===== config.mk =====
export PLATFORM = sky130hd
export DESIGN_NAME = rtc_sec_min
export DESIGN_NICKNAME = d
export VERILOG_FILES = /design/src/rtc_pkg.sv /design/src/tick_prescaler.sv /design/src/bcd_pair_counter.sv /design/src/rtc_sec_min.sv
export SDC_FILE = /design/constraint.sdc
export NUM_CORES = 1
export LEC_CHECK = 0
export BUFFER_PORTS_ARGS = -buffer_cell sky130_fd_sc_hd__clkbuf_2
export CAP_MARGIN = 20
export CELL_PAD_IN_SITES_DETAIL_PLACEMENT = 0
export CELL_PAD_IN_SITES_GLOBAL_PLACEMENT = 1
export CORE_MARGIN = 5
export CORE_UTILIZATION = 39
export DETAILED_ROUTE_END_ITERATION = 10
export GPL_ROUTABILITY_DRIVEN = 0
export PLACE_DENSITY = 0.86
export SLEW_MARGIN = 20
export SYNTH_ARGS = -nofsm -noshare
export SYNTH_HDL_FRONTEND = slang
export SYNTH_SLANG_ARGS = --single-unit

===== constraint.sdc =====
create_clock -name clk_i -period 2.4 [get_ports clk_i]
set_clock_uncertainty 0.05 [all_clocks]
set_input_delay 0.48 -clock clk_i [delete_from_list [all_inputs] [get_ports clk_i]]
set_output_delay 0.48 -clock clk_i [all_outputs]
set_load 0.02 [all_outputs]

===== src/rtc_pkg.sv =====
// constants and types for the seconds and minutes counter
package rtc_pkg;

    // ------------------------------------------------------------
    // timing
    // ------------------------------------------------------------
    localparam int CLK_HZ        = 25_000_000;
    localparam int TICK_PERIOD_S = 1;
    localparam int SEC_CYCLES    = TICK_PERIOD_S * CLK_HZ;
    localparam int UPDATE_CYCLES = 4;

    // ------------------------------------------------------------
    // register map, word indices; byte address is four times index
    // ------------------------------------------------------------
    localparam int          ADR_W   = 18;
    localparam logic [15:0] SEC_IDX = 16'hF068;
    localparam logic [15:0] MIN_IDX = 16'hF069;

    // ------------------------------------------------------------
    // field layout
    // ------------------------------------------------------------
    localparam int         BUSY_BIT  = 7;
    localparam int         TENS_MSB  = 6;
    localparam int         TENS_LSB  = 4;
    localparam int         ONES_MSB  = 3;
    localparam logic [2:0] TENS_MAX  = 3'h5;
    localparam logic [3:0] ONES_MAX  = 4'h9;

    typedef struct packed {
        logic [2:0] tens;
        logic [3:0] ones;
    } bcd_pair_type;

    localparam bcd_pair_type PAIR_RESET = 7'h00;

    typedef enum logic [1:0] {
        ST_IDLE,
        ST_UPDATE,
        ST_COMMIT
    } upd_state_type;

endpackage


===== src/tick_prescaler.sv =====
// one-second tick divider
`timescale 1ns/1ps
module tick_prescaler
    import rtc_pkg::*;
#(
    parameter int unsigned CYCLES = SEC_CYCLES
) (
    // clock and control
    input  wire logic clk_i,
    input  wire logic rst_i,
    input  wire logic ce_i,
    // tick
    output logic      tick_o
);

    logic [31:0] cnt_r;

    always_ff @(posedge clk_i) begin
        if (rst_i) begin
            cnt_r  <= 32'h0;
            tick_o <= 1'b0;
        end else if (ce_i) begin
            if (cnt_r >= 32'(CYCLES - 1)) begin
                cnt_r  <= 32'h0;
                tick_o <= 1'b1;
            end else begin
                cnt_r  <= cnt_r + 32'h1;
                tick_o <= 1'b0;
            end
        end
    end

endmodule


===== src/bcd_pair_counter.sv =====
// two-digit packed decimal counter 00..59
`timescale 1ns/1ps
module bcd_pair_counter
    import rtc_pkg::*;
(
    // clock and control
    input  wire logic   clk_i,
    input  wire logic   rst_i,
    input  wire logic   ce_i,
    // load and step
    input  wire logic   load_i,
    input  bcd_pair_type load_val_i,
    input  wire logic   inc_i,
    // state
    output bcd_pair_type value_o,
    output logic        wrap_o
);

    function automatic logic at_max(input bcd_pair_type p);
        at_max = (p.tens >= TENS_MAX) && (p.ones >= ONES_MAX);
    endfunction

    function automatic bcd_pair_type step(input bcd_pair_type p);
        bcd_pair_type n;
        n = p;
        if (at_max(p)) begin
            n = PAIR_RESET;
        end else if (p.ones >= ONES_MAX) begin
            n.ones = 4'h0;
            n.tens = 3'(p.tens + 3'h1);
        end else begin
            n.ones = 4'(p.ones + 4'h1);
        end
        step = n;
    endfunction

    // a bus write wins over a step in the same cycle
    assign wrap_o = inc_i && !load_i && at_max(value_o);

    always_ff @(posedge clk_i) begin
        if (rst_i) begin
            value_o <= PAIR_RESET;
        end else if (ce_i) begin
            if (load_i) begin
                value_o <= load_val_i;
            end else if (inc_i) begin
                value_o <= step(value_o);
            end
        end
    end

endmodule


===== src/rtc_sec_min.sv =====
// seconds and minutes counter with wishbone register access
`timescale 1ns/1ps
module rtc_sec_min
    import rtc_pkg::*;
#(
    parameter int unsigned SEC_CYCLES_P = SEC_CYCLES
) (
    // clock, reset, enable
    input  wire logic              clk_i,
    input  wire logic              rst_i,
    input  wire logic              ce_i,
    // wishbone slave
    input  wire logic              wb_cyc_i,
    input  wire logic              wb_stb_i,
    input  wire logic              wb_we_i,
    input  wire logic [ADR_W-1:0]  wb_adr_i,
    input  wire logic [3:0]        wb_sel_i,
    input  wire logic [31:0]       wb_dat_i,
    output logic      [31:0]       wb_dat_o,
    output logic                   wb_ack_o,
    // time base outputs
    output logic                   busy_o,
    output logic                   minute_tick_o,
    output logic                   hour_carry_o
);

    // ------------------------------------------------------------
    // declarations
    // ------------------------------------------------------------
    upd_state_type state_r;
    upd_state_type state_nxt;
    logic [2:0]    upd_cnt_r;
    logic          pending_r;
    logic          busy_r;
    logic          tick_w;
    logic          commit_go;
    logic          bus_req;
    logic          bus_wr;
    logic          hit_sec;
    logic          hit_min;
    logic          sec_load;
    logic          min_load;
    logic          sec_wrap;
    logic          min_wrap;
    logic [31:0]   dat_nxt;
    bcd_pair_type  sec_val;
    bcd_pair_type  min_val;
    bcd_pair_type  wr_val;

    function automatic logic idx_hit(input logic [ADR_W-1:0] adr, input logic [15:0] idx);
        idx_hit = (adr[ADR_W-1:2] == idx) && (adr[1:0] == 2'h0);
    endfunction

    // ------------------------------------------------------------
    // time base
    // ------------------------------------------------------------
    tick_prescaler #(
        .CYCLES (SEC_CYCLES_P)
    ) u_prescaler (
        .clk_i  (clk_i),
        .rst_i  (rst_i),
        .ce_i   (ce_i),
        .tick_o (tick_w)
    );

    // ------------------------------------------------------------
    // update sequencer
    // ------------------------------------------------------------
    always_comb begin
        state_nxt = state_r;
        case (state_r)
            ST_IDLE: begin
                if (tick_w || pending_r) begin
                    state_nxt = ST_UPDATE;
                end
            end
            ST_UPDATE: begin
                if (upd_cnt_r == 3'h0) begin
                    state_nxt = ST_COMMIT;
                end
            end
            ST_COMMIT: begin
                state_nxt = ST_IDLE;
            end
            default: begin
                state_nxt = ST_IDLE;
            end
        endcase
    end

    always_ff @(posedge clk_i) begin
        if (rst_i) begin
            state_r <= ST_IDLE;
        end else if (ce_i) begin
            state_r <= state_nxt;
        end
    end

    always_ff @(posedge clk_i) begin
        if (rst_i) begin
            upd_cnt_r <= 3'h0;
        end else if (ce_i) begin
            if (state_r == ST_IDLE) begin
                upd_cnt_r <= 3'(UPDATE_CYCLES - 1);
            end else if (upd_cnt_r != 3'h0) begin
                upd_cnt_r <= upd_cnt_r - 3'h1;
            end
        end
    end

    // tick landing during an update is kept, not lost
    always_ff @(posedge clk_i) begin
        if (rst_i) begin
            pending_r <= 1'b0;
        end else if (ce_i) begin
            if (tick_w && state_r != ST_IDLE) begin
                pending_r <= 1'b1;
            end else if (state_r == ST_IDLE) begin
                pending_r <= 1'b0;
            end
        end
    end

    // busy covers every cycle in which an update may change the values; bus writes can change them while busy is low
    always_ff @(posedge clk_i) begin
        if (rst_i) begin
            busy_r <= 1'b0;
        end else if (ce_i) begin
            busy_r <= (state_nxt != ST_IDLE);
        end
    end

    assign busy_o    = busy_r;
    assign commit_go = (state_r == ST_COMMIT) && ce_i;

    // ------------------------------------------------------------
    // counters
    // ------------------------------------------------------------
    assign bus_req  = wb_cyc_i && wb_stb_i;
    assign bus_wr   = bus_req && wb_we_i && wb_ack_o && wb_sel_i[0];
    assign hit_sec  = idx_hit(wb_adr_i, SEC_IDX);
    assign hit_min  = idx_hit(wb_adr_i, MIN_IDX);
    assign sec_load = bus_wr && hit_sec;
    assign min_load = bus_wr && hit_min;
    assign wr_val   = bcd_pair_type'(wb_dat_i[TENS_MSB:0]);

    bcd_pair_counter u_seconds (
        .clk_i      (clk_i),
        .rst_i      (rst_i),
        .ce_i       (ce_i),
        .load_i     (sec_load),
        .load_val_i (wr_val),
        .inc_i      (state_r == ST_COMMIT),
        .value_o    (sec_val),
        .wrap_o     (sec_wrap)
    );

    bcd_pair_counter u_minutes (
        .clk_i      (clk_i),
        .rst_i      (rst_i),
        .ce_i       (ce_i),
        .load_i     (min_load),
        .load_val_i (wr_val),
        .inc_i      (sec_wrap),
        .value_o    (min_val),
        .wrap_o     (min_wrap)
    );

    always_ff @(posedge clk_i) begin
        if (rst_i) begin
            minute_tick_o <= 1'b0;
            hour_carry_o  <= 1'b0;
        end else if (ce_i) begin
            minute_tick_o <= sec_wrap;
            hour_carry_o  <= min_wrap;
        end
    end

    // ------------------------------------------------------------
    // wishbone slave
    // ------------------------------------------------------------
    always_comb begin
        dat_nxt = 32'h0;
        if (hit_sec) begin
            dat_nxt = {24'h0, busy_r, sec_val};
        end else if (hit_min) begin
            dat_nxt = {24'h0, busy_r, min_val};
        end else begin
            dat_nxt = 32'h0;
        end
    end

    always_ff @(posedge clk_i) begin
        if (rst_i) begin
            wb_ack_o <= 1'b0;
        end else if (ce_i) begin
            wb_ack_o <= bus_req && !wb_ack_o;
        end
    end

    always_ff @(posedge clk_i) begin
        if (rst_i) begin
            wb_dat_o <= 32'h0;
        end else if (ce_i) begin
            if (bus_req && !wb_ack_o && !wb_we_i) begin
                wb_dat_o <= dat_nxt;
            end
        end
    end
endmodule


==> metrics.cfg, run 1 <==
[outcome]
run_status=finished clean

[drt]
drc=0
detail_route.iter0.violations=83
vias_per_cell=5.26
finalWirelength_um=8440
antenna_left=0
vias=3178
drt-pass1-iter-count=4
wire_per_inst_um=14.0

[die]
die_h_um=107
num_io_pins=96
fp-row-count=35
fp.dieArea_um2=11400
initial_core_util_pct=39.6
fp.coreArea_um2=9200
die_w_um=107

[timing]
max_freq_mhz=469
tightest_slew_ns=0.500
rsz0062_at_grt=no
finalSetupViolations=0
slew_headroom_pct=66.4
fin_ws_ns=0.268
final.period_utilization_pct=88.8
maxSlewViolCount=0
hold_violations=0
tns_ns=0
post-route-min-period_ns=2.13

[clock_tree]
numCtsBuffers=9
cts_root_buf=clkbuf_8
cts_resized=0
htreeDepth=3
clk-insertion-delay-late_ns=0.34
clock_sinks=65
cts.path.max_buffers=2
post_cts_buffers=0
clk_transition_reported_paths_ns=0.08
tritoncts=done
hold_buffers=0

[synthesis]
seq_area_frac_synth_pct=35.7
yosys_most_used_dff=dfxtp_1
synth_area_um2=3650
netlist_instances=436
synth-edff-count=0
async_reset_ff_share_pct=0
avgSynthCellArea_um2=8.36
synth-seq-cells=65
yosysUniqueCellTypes=58
ys_warn_count=0

[placement]
dp_hpwl_um=6220
place_ws_ns=-0.00575
numPortBuffers=43

[worst_setup_path]
ff2ff_path_depth=6
rrSetupSlack_ns=0.27
critPathLaunchType=flip-flop
end_kind=flip-flop
critPathMaxFanout=6
critPathKind=flip-flop to flip-flop
timing.rr.start=wb_ack_o
r2r_end=u_seconds.value_o[4]
crit_required_ns=2.60
critPathArrivalTime_ns=2.34

[grt]
antenna_found_initial=0
grt_pass1_wl_um=14000
grt_overflow=0
grtUsageTotal_pct=15.0
grt_max_degree=34
grt_pass1_vias=2964

[pwr]
p_leak_uw=0.00170
p_total_uw=2280
peakVddDrop_v=0.000296
pwr_density_cell_nw_per_um2=543

[final_layout]
multi_input_area_um2=2130
fill_cells=915
final_layout_size_suffix_gt1_share_pct=17.4
num_antenna_cells=0
final_util_pct=45.6
area_delta_synth_final_pct=15.0
seq_area_um2=1300
finalNetCount=561

[min_path]
whs_path_depth=3
min_from=wb_dat_i[4]
hold_path.class=input pin to flip-flop
hold_path_end=u_minutes.value_o[4]

[job]
maxCapViolCount=0

how the worst max path moves through the flow:
stage | from | end | slack, ns
final | wb_ack_o | u_seconds.value_o[4] | 0.27
after detailed placement | wb_adr_i[1] | u_seconds.value_o[4] | -0.006
after CTS | wb_ack_o | u_seconds.value_o[1] | 0.26
after floorplan | wb_adr_i[1] | u_seconds.value_o[5] | 0.19
after global routing | u_seconds.value_o[0] | u_minutes.value_o[3] | 0.14
after global placement | wb_adr_i[1] | u_seconds.value_o[4] | 0.02
per-layer routing:
layer	vias to the layer above	global-route usage, %	part of all wire, %
met5	-	0	0
met4	0	5.84	2.0
met3	13	3.67	6.7
met2	83	24.1	46
met1	1474	19.4	45
li1	1608	-	-
report_power, final:
group	leakage (µW)	internal [µW]	switching, µW
Clock	0.000106	580	428
Sequential	0.000525	1090	12.1
Combinational	0.00107	57.4	112
critical path: stages, from the launching register on:
cell	delay, ns
dfxtp_1	0.40
nand3_1	0.12
or4_4	0.43
or3_1	0.44
buf_4	0.22
mux2i_1	0.12
a221oi_1	0.27
cell usage after synthesis (5+ instances only):
cell | n | area [µm²]
a21oi_1 | 11 | 55.1
a221oi_1 | 6 | 52.6
a22oi_1 | 7 | 52.6
and3_1 | 7 | 43.8
and4_1 | 5 | 43.8
buf_4 | 25 | 188
clkbuf_1 | 13 | 48.8
dfxtp_1 | 65 | 1300
ha_1 | 13 | 163
inv_1 | 15 | 56.3
mux2i_1 | 9 | 90.1
nand2_1 | 27 | 101
nand3_1 | 18 | 90.1
nand4_1 | 11 | 68.8
nor2_1 | 61 | 229
nor3_1 | 20 | 100
nor4_1 | 6 | 37.5
o21ai_0 | 13 | 65.1
or3_1 | 6 | 37.5
xnor2_1 | 12 | 105
xor2_1 | 23 | 201
per-stage QoR:
stage          instances  area [µm²]  hold WS, ns
2_1_floorplan        459        3730        0.411
3_3_place_gp         588        3980        0.406
3_5_place_dp         588        3980        0.406
4_1_cts              604        4190        0.356
5_1_grt              604        4190        0.382
6_report             604        4190        0.364
registers in the layout (all words and copies together) (netlist names):
register,count
minute_tick_o,1
u_prescaler.tick_o,1
pending_r,1
u_prescaler.cnt_r,32
state_r,2
wb_ack_o,1
wb_dat_o,8
busy_o,1
u_minutes.value_o,7
hour_carry_o,1
upd_cnt_r,3
u_seconds.value_o,7
cell families (layout without fill, tap and decap cells):
kind of cell | after synthesis | count (layout) | synth area share, %
flops | 65 | 65 | 35.7
xor+xnor | 35 | 35 | 8.41
fa+ha+maj | 13 | 13 | 4.46
compound gates | 64 | 64 | 12.8
simple gates | 190 | 190 | 26.8
other cells | 1 | 24 | 0.103
mux | 11 | 11 | 3.09
buf+inv | 57 | 91 | 8.68
placed cells by master, fill, tap and decap left out, types with 13 or more instances in the layout:
master	instances
dfxtp_1	65
nor2_1	61
clkbuf_2	43
nand2_1	27
conb_1	24
xor2_1	23
nor3_1	20
nand3_1	18
buf_4	16
inv_1	15
o21ai_0	13
ha_1	13
cell type report:
class | count | area share (%)
clock buffers | 10 | 3.04
clock inverters | 6 | 1.97
inverters | 15 | 1.34
multi-input cells | 337 | 50.8
flip-flops and latches | 65 | 31.0
well taps | 111 | 3.31
repair buffers | 60 | 8.47
No activity file was read; power rests on OpenSTA's default activity.
==> inputs of run 2 (changes only) <==
--- a/config.mk
+++ b/config.mk
@@ -7,12 +7,9 @@
 export LEC_CHECK = 0
 export BUFFER_PORTS_ARGS = -buffer_cell sky130_fd_sc_hd__clkbuf_2
 export CAP_MARGIN = 20
-export CELL_PAD_IN_SITES_DETAIL_PLACEMENT = 0
-export CELL_PAD_IN_SITES_GLOBAL_PLACEMENT = 1
 export CORE_MARGIN = 5
-export CORE_UTILIZATION = 39
+export CORE_UTILIZATION = 53
 export DETAILED_ROUTE_END_ITERATION = 10
-export GPL_ROUTABILITY_DRIVEN = 0
 export PLACE_DENSITY = 0.86
 export SLEW_MARGIN = 20
 export SYNTH_ARGS = -nofsm -noshare
==> constraint.sdc (replaced) <==
create_clock -name clk_i -period 2.4 [get_ports clk_i]
set_clock_uncertainty 0.05 [all_clocks]
set_input_delay 0.48 -clock clk_i [delete_from_list [all_inputs] [get_ports clk_i]]
set_output_delay 0.48 -clock clk_i [all_outputs]
set_load 0.01 [all_outputs]
==> run 2 against run 1 <==
Effect of this change: final area is 1.3% lower; worst hold slack improved by 0.0039 ns; clock power fell by 8%; count of clock-buffer cells in the layout up 2; sequential power about the same; flip-flop and latch count did not move; combinational power fell by 11%; die area fell by 24%; largest cell class unchanged; critical path type unchanged.
==> metrics.cfg, run 2 (same netlist as run 1, synthesis figures left out) <==
[outcome]
run_status=finished clean

[final_layout]
area_delta_synth_final_pct=13.6
top_regs=u_prescaler.cnt_r: 32 flops, wb_dat_o: 8 flops
top_register=u_prescaler.cnt_r
final_common_cell=dfxtp_1
final_util_pct=61.3
finalNetCount=561
fill_cells=580
final_layout_size_suffix_gt1_share_pct=17.3
num_antenna_cells=0
largest_reg_flops=32
mostFrequentLayoutCells=dfxtp_1 (65), nor2_1 (61), clkbuf_2 (43)

[placement]
numPortBuffers=43
dp_hpwl_um=6330
place.gp.congestion=0.925

[grt]
grtUsageTotal_pct=20.7
grt_max_degree=34
grt_pass1_wl_um=14400
grt_pass1_vias=3115
grt_overflow=0
antenna_found_initial=0

[clock_tree]
post_cts_buffers=0
cts_resized=0
hold_buffers=0
cts_root_buf=clkbuf_8
clock_sinks=65
clk-insertion-delay-late_ns=0.34
clk_transition_reported_paths_ns=0.07
tritoncts=done
htreeDepth=3
numCtsBuffers=9
cts.path.max_buffers=2

[job]
maxCapViolCount=0

[die]
fp.dieArea_um2=8640
fp-row-count=30
die_w_um=92.9
fp.coreArea_um2=6760
die_h_um=92.9
num_io_pins=96
initial_core_util_pct=54.0

[worst_setup_path]
end_kind=flip-flop
critPathKind=flip-flop to flip-flop
critPathArrivalTime_ns=2.30
crit_path_max_incr_delay_ns=0.46
critPathLaunchType=flip-flop
critPathSlowestCell=or4_4
path_cells=nand3_1 > or4_4 > or3_1 > buf_4 > mux2i_1 > a221oi_1
critPathMaxFanout=5
crit_required_ns=2.58

[drt]
vias_per_cell=5.70
detail_route.iter0.violations=211
drc=0
antenna_left=0
wire_per_inst_um=14.9
vias=3260
drt-pass1-iter-count=4
finalWirelength_um=8530

[timing]
tightest_slew_ns=0.552
tns_ns=0
final.period_utilization_pct=88.1
hold_violations=0
finalSetupViolations=0
max_freq_mhz=473
post-route-min-period_ns=2.11
slew_headroom_pct=62.9
rsz0062_at_grt=no
maxSlewViolCount=0

[pwr]
peakVddDrop_v=0.000437
p_leak_uw=0.00170
pwr_density_cell_nw_per_um2=526

[min_path]
hold_path.class=input pin to flip-flop

run 2: cell type report:
class / instances / area, µm² / area share [%]
Sequential cell: 65 / 1300 / 31.4
Multi-Input combinational cell: 337 / 2130 / 51.5
Inverter: 15 / 56.3 / 1.36
Clock inverter: 3 / 40.0 / 0.967
Tap cell: 80 / 100 / 2.42
Clock buffer: 12 / 155 / 3.75
Timing Repair Buffer: 60 / 355 / 8.58
run 2: per-layer routing:
layer  part of all wire, %  vias to the layer above  wire, µm  track usage [%]
met3                   5.2                        9       445             5.93
met4                   1.2                        0       102             5.86
li1                      -                     1613         -                -
met1                    41                     1556      3500             24.1
met5                     0                        -         0                0
met2                    53                       82      4480             36.8
run 2: power by group:
part	switching, µW	leakage [µW]	total, µW	internal [µW]
sequential	11.7	0.000525	1100	1090
clock	398	0.000102	925	528
combinational	95.4	0.00107	151	55.3
total	505	0.00170	2180	1670
run 2: final timing paths:
path                                             end    startpoint  slack [ns]  depth (start not counted)
worst min-delay path            u_minutes.value_o[6]   wb_dat_i[6]        0.37                          3
worst min register to register          hour_carry_o  hour_carry_o        0.42                          2
worst max register to register  u_seconds.value_o[3]      wb_ack_o        0.29                          6
worst max-delay path            u_seconds.value_o[3]      wb_ack_o        0.29                          6
run 2: worst max-delay path: cells and delay by family, from the launching register on:
kind / cells / cell delay, ns
multiplexers: 1 / 0.11
AO/OA/AOI/OAI: 1 / 0.31
flip-flops: 1 / 0.41
AND/OR/NAND/NOR: 3 / 0.97
buffers and inverters: 1 / 0.17
run 2: per-stage QoR:
step	instances	power [µW]	setup WS, ns	hold WS, ns	area [µm²]
floorplan	459	1250	0.191	0.411	3730
global placement	557	1270	0.0714	0.400	3950
detailed placement	557	1280	0.0269	0.409	3950
CTS	572	2200	0.293	0.357	4140
global route	572	2280	0.125	0.385	4140
finish	572	2180	0.286	0.368	4140
==> inputs of run 3 (changes only) <==
--- a/config.mk
+++ b/config.mk
@@ -8,10 +8,12 @@
 export BUFFER_PORTS_ARGS = -buffer_cell sky130_fd_sc_hd__clkbuf_2
 export CAP_MARGIN = 20
 export CORE_MARGIN = 5
-export CORE_UTILIZATION = 53
+export CORE_UTILIZATION = 54
 export DETAILED_ROUTE_END_ITERATION = 10
 export PLACE_DENSITY = 0.86
 export SLEW_MARGIN = 20
 export SYNTH_ARGS = -nofsm -noshare
 export SYNTH_HDL_FRONTEND = slang
+export SYNTH_HIERARCHICAL = 1
 export SYNTH_SLANG_ARGS = --single-unit
+export TNS_END_PERCENT = 1
==> run 3 against run 2 <==
Effect of this change: non-clock buffer count increased by 11; highest routed layer unchanged; critical path depth shrank 2; global-route usage increased by 1.6 points; clock power is 2.4% higher; sequential power hardly changed; maximum frequency down 9.7%.
==> metrics.cfg, run 3 <==
[placement]
place_ws_ns=-0.0700
dp_hpwl_um=7060
numPortBuffers=43
placement.cell_area_um2=4340
place.gp.congestion=0.902

[timing]
max_freq_mhz=427
hold_violations=0
slew_headroom_pct=55.2
tns_ns=0
fin_ws_ns=0.0584
post-route-min-period_ns=2.34
final.period_utilization_pct=97.6
finalSetupViolations=0
maxSlewViolCount=0
rsz0062_at_grt=yes
tightest_slew_ns=0.670

[clock_tree]
tritoncts=done
cts_root_buf=clkbuf_8
clk_transition_reported_paths_ns=0.07
htreeDepth=3
clock_sinks=65
post_cts_buffers=0
numCtsBuffers=9
clk-insertion-delay-late_ns=0.35
cts.path.max_buffers=2

[synthesis]
yosysTopAreaCell=dfxtp_1
yosysUniqueCellTypes=62
synthTopCellsByArea=dfxtp_1 (33%), buf_4 (4.7%), a211oi_1 (4.4%)
avgSynthCellArea_um2=8.90
async_reset_ff_share_pct=0
synth-edff-count=0
synth_area_um2=3960
yosys-top-cells-count=dfxtp_1 (65), nand2_1 (26), buf_4 (25)
post-synth-top-count-cell=dfxtp_1
netlist_instances=445
ys_warn_count=6
yosys_most_used_dff=dfxtp_1
synth-seq-cells=65
synth_top_area_share_pct=32.9
seq_area_frac_synth_pct=32.9

[final_layout]
mostFrequentLayoutCells=dfxtp_1 (65), clkbuf_2 (43), buf_4 (27)
seq_area_um2=1300
final_util_pct=63.3
top_regs=u_prescaler/cnt_r: 32 flops, wb_dat_o: 8 flops
fill_cells=584
finalNetCount=575
final_layout_size_suffix_gt1_share_pct=24.3
final_common_cell=dfxtp_1
area_delta_synth_final_pct=15.3
top_register=u_prescaler/cnt_r
num_antenna_cells=0
finalInstanceArea_um2=4560
multi_input_area_um2=2440
largest_reg_flops=32

[drt]
dr_wl_met2_um=4680
top_layer=met4
antenna_left=0
met3_length_um=709
finalWirelength_um=9870
vias_per_cell=6.23
vias=3770
drt-pass1-iter-count=5
detail_route.iter0.violations=257
drc=0
wire_per_inst_um=16.3
m1WireLength_um=4290

[job]
maxCapViolCount=0

[worst_setup_path]
critPathArrivalTime_ns=2.55
critPathMaxFanout=8
ff2ff_path_depth=4
crit_start=u_prescaler/cnt_r[3]
cp_common_cell=or4_1
critPathKind=flip-flop to flip-flop
crit_path_max_incr_delay_ns=0.72
path_cells=nand3_1 > or4_1 > or4_1 > a221oi_1
cp-endpoint=u_prescaler/cnt_r[18]
end_kind=flip-flop
rrSetupSlack_ns=0.06
critPathSlowestCell=or4_1
timing.rr.start=u_prescaler/cnt_r[3]
crit_required_ns=2.60
r2r_end=u_prescaler/cnt_r[18]
critPathLaunchType=flip-flop

[die]
die_h_um=95.6
fp.coreArea_um2=7210
initial_core_util_pct=54.9
fp.dieArea_um2=9150
die_w_um=95.6
fp-row-count=31
num_io_pins=96

[pwr]
peakVddDrop_v=0.000335
p_leak_uw=0.00176
p_total_uw=2210
pwr_density_cell_nw_per_um2=484

[grt]
grtUsageTotal_pct=22.3
antenna_found_initial=0
grt_overflow=0
grt_max_degree=34
grt_pass1_vias=3485
grt_pass1_wl_um=16200

[min_path]
min_from=wb_dat_i[3]
hold_path.class=input pin to flip-flop

[outcome]
run_status=finished clean

[run 3: cell types whose count changed in the layout (fill, tap and decap cells not counted), sizes merged, moves of 11 or more]
cell,change
a211oi,+22
a221oi,+19
buf,+11
nor2,-39
nor3,-17
o31ai,+18
or4,+14
xor2,-18
[run 3: final cells by class]
type                    count  share of cell area [%]
inverters                  18                    1.48
multi-input cells         337                    53.4
flip-flops and latches     65                    28.5
repair buffers             71                    9.59
clock inverters             3                   0.877
well taps                  99                    2.71
clock buffers              12                    3.40
[run 3: per-layer routing]
layer | global-route usage [%] | vias up
li1 | - | 1791
met1 | 29.7 | 1814
met2 | 35.1 | 144
met3 | 4.66 | 21
met4 | 9.12 | 0
met5 | 0 | -
[run 3: how the worst min path moves through the flow]
| stage | cells after the start | slack (ns) | endpoint |
|---|---|---|---|
| floorplan | 2 | 0.41 | u_prescaler/cnt_r[30] |
| global placement | 2 | 0.42 | wb_dat_o[7] |
| detailed placement | 2 | 0.44 | wb_dat_o[7] |
| CTS | 3 | 0.37 | u_seconds/value_o[3] |
| global route | 3 | 0.39 | u_seconds/value_o[2] |
| finish | 3 | 0.38 | u_seconds/value_o[3] |
[run 3: kinds of logic (layout without fill, tap and decap cells)]
group	after synthesis	after routing	share of synthesized area (%)
DFF	65	65	32.9
and+or+nand+nor	160	160	25.1
adders and majority gates	13	13	4.11
other	1	24	0.0947
AOI/OAI and AO/OA	115	115	22.5
muxes	11	11	3.00
buffers and inverters	66	104	9.26
xor gates and xnor gates	14	14	3.10
[run 3: report_power, final]
part / switching [µW] / total [µW] / internal (µW)
combinational: 104 / 163 / 59.1
clock: 420 / 947 / 528
sequential: 9.12 / 1100 / 1090
total: 533 / 2210 / 1680
[run 3: metrics by stage]
| stage | std cells | hold slack, ns |
|---|---|---|
| detailed placement | 590 | 0.437 |
| floorplan | 468 | 0.410 |
| global route | 605 | 0.386 |
| global placement | 590 | 0.421 |
| finish | 605 | 0.382 |
| CTS | 605 | 0.369 |
[run 3: timing repair]
item	in CTS	in global routing
endpoints found under the setup margin	2	10
resized for setup	1	5
hold buffers	0	0
pin swaps	0	1
[run 3: worst max-delay path, delay by kind of cell (launching register included)]
| kind | cells | cell delay [ns] |
|---|---|---|
| compound gates | 1 | 0.28 |
| simple gates | 3 | 1.49 |
| flops | 1 | 0.42 |
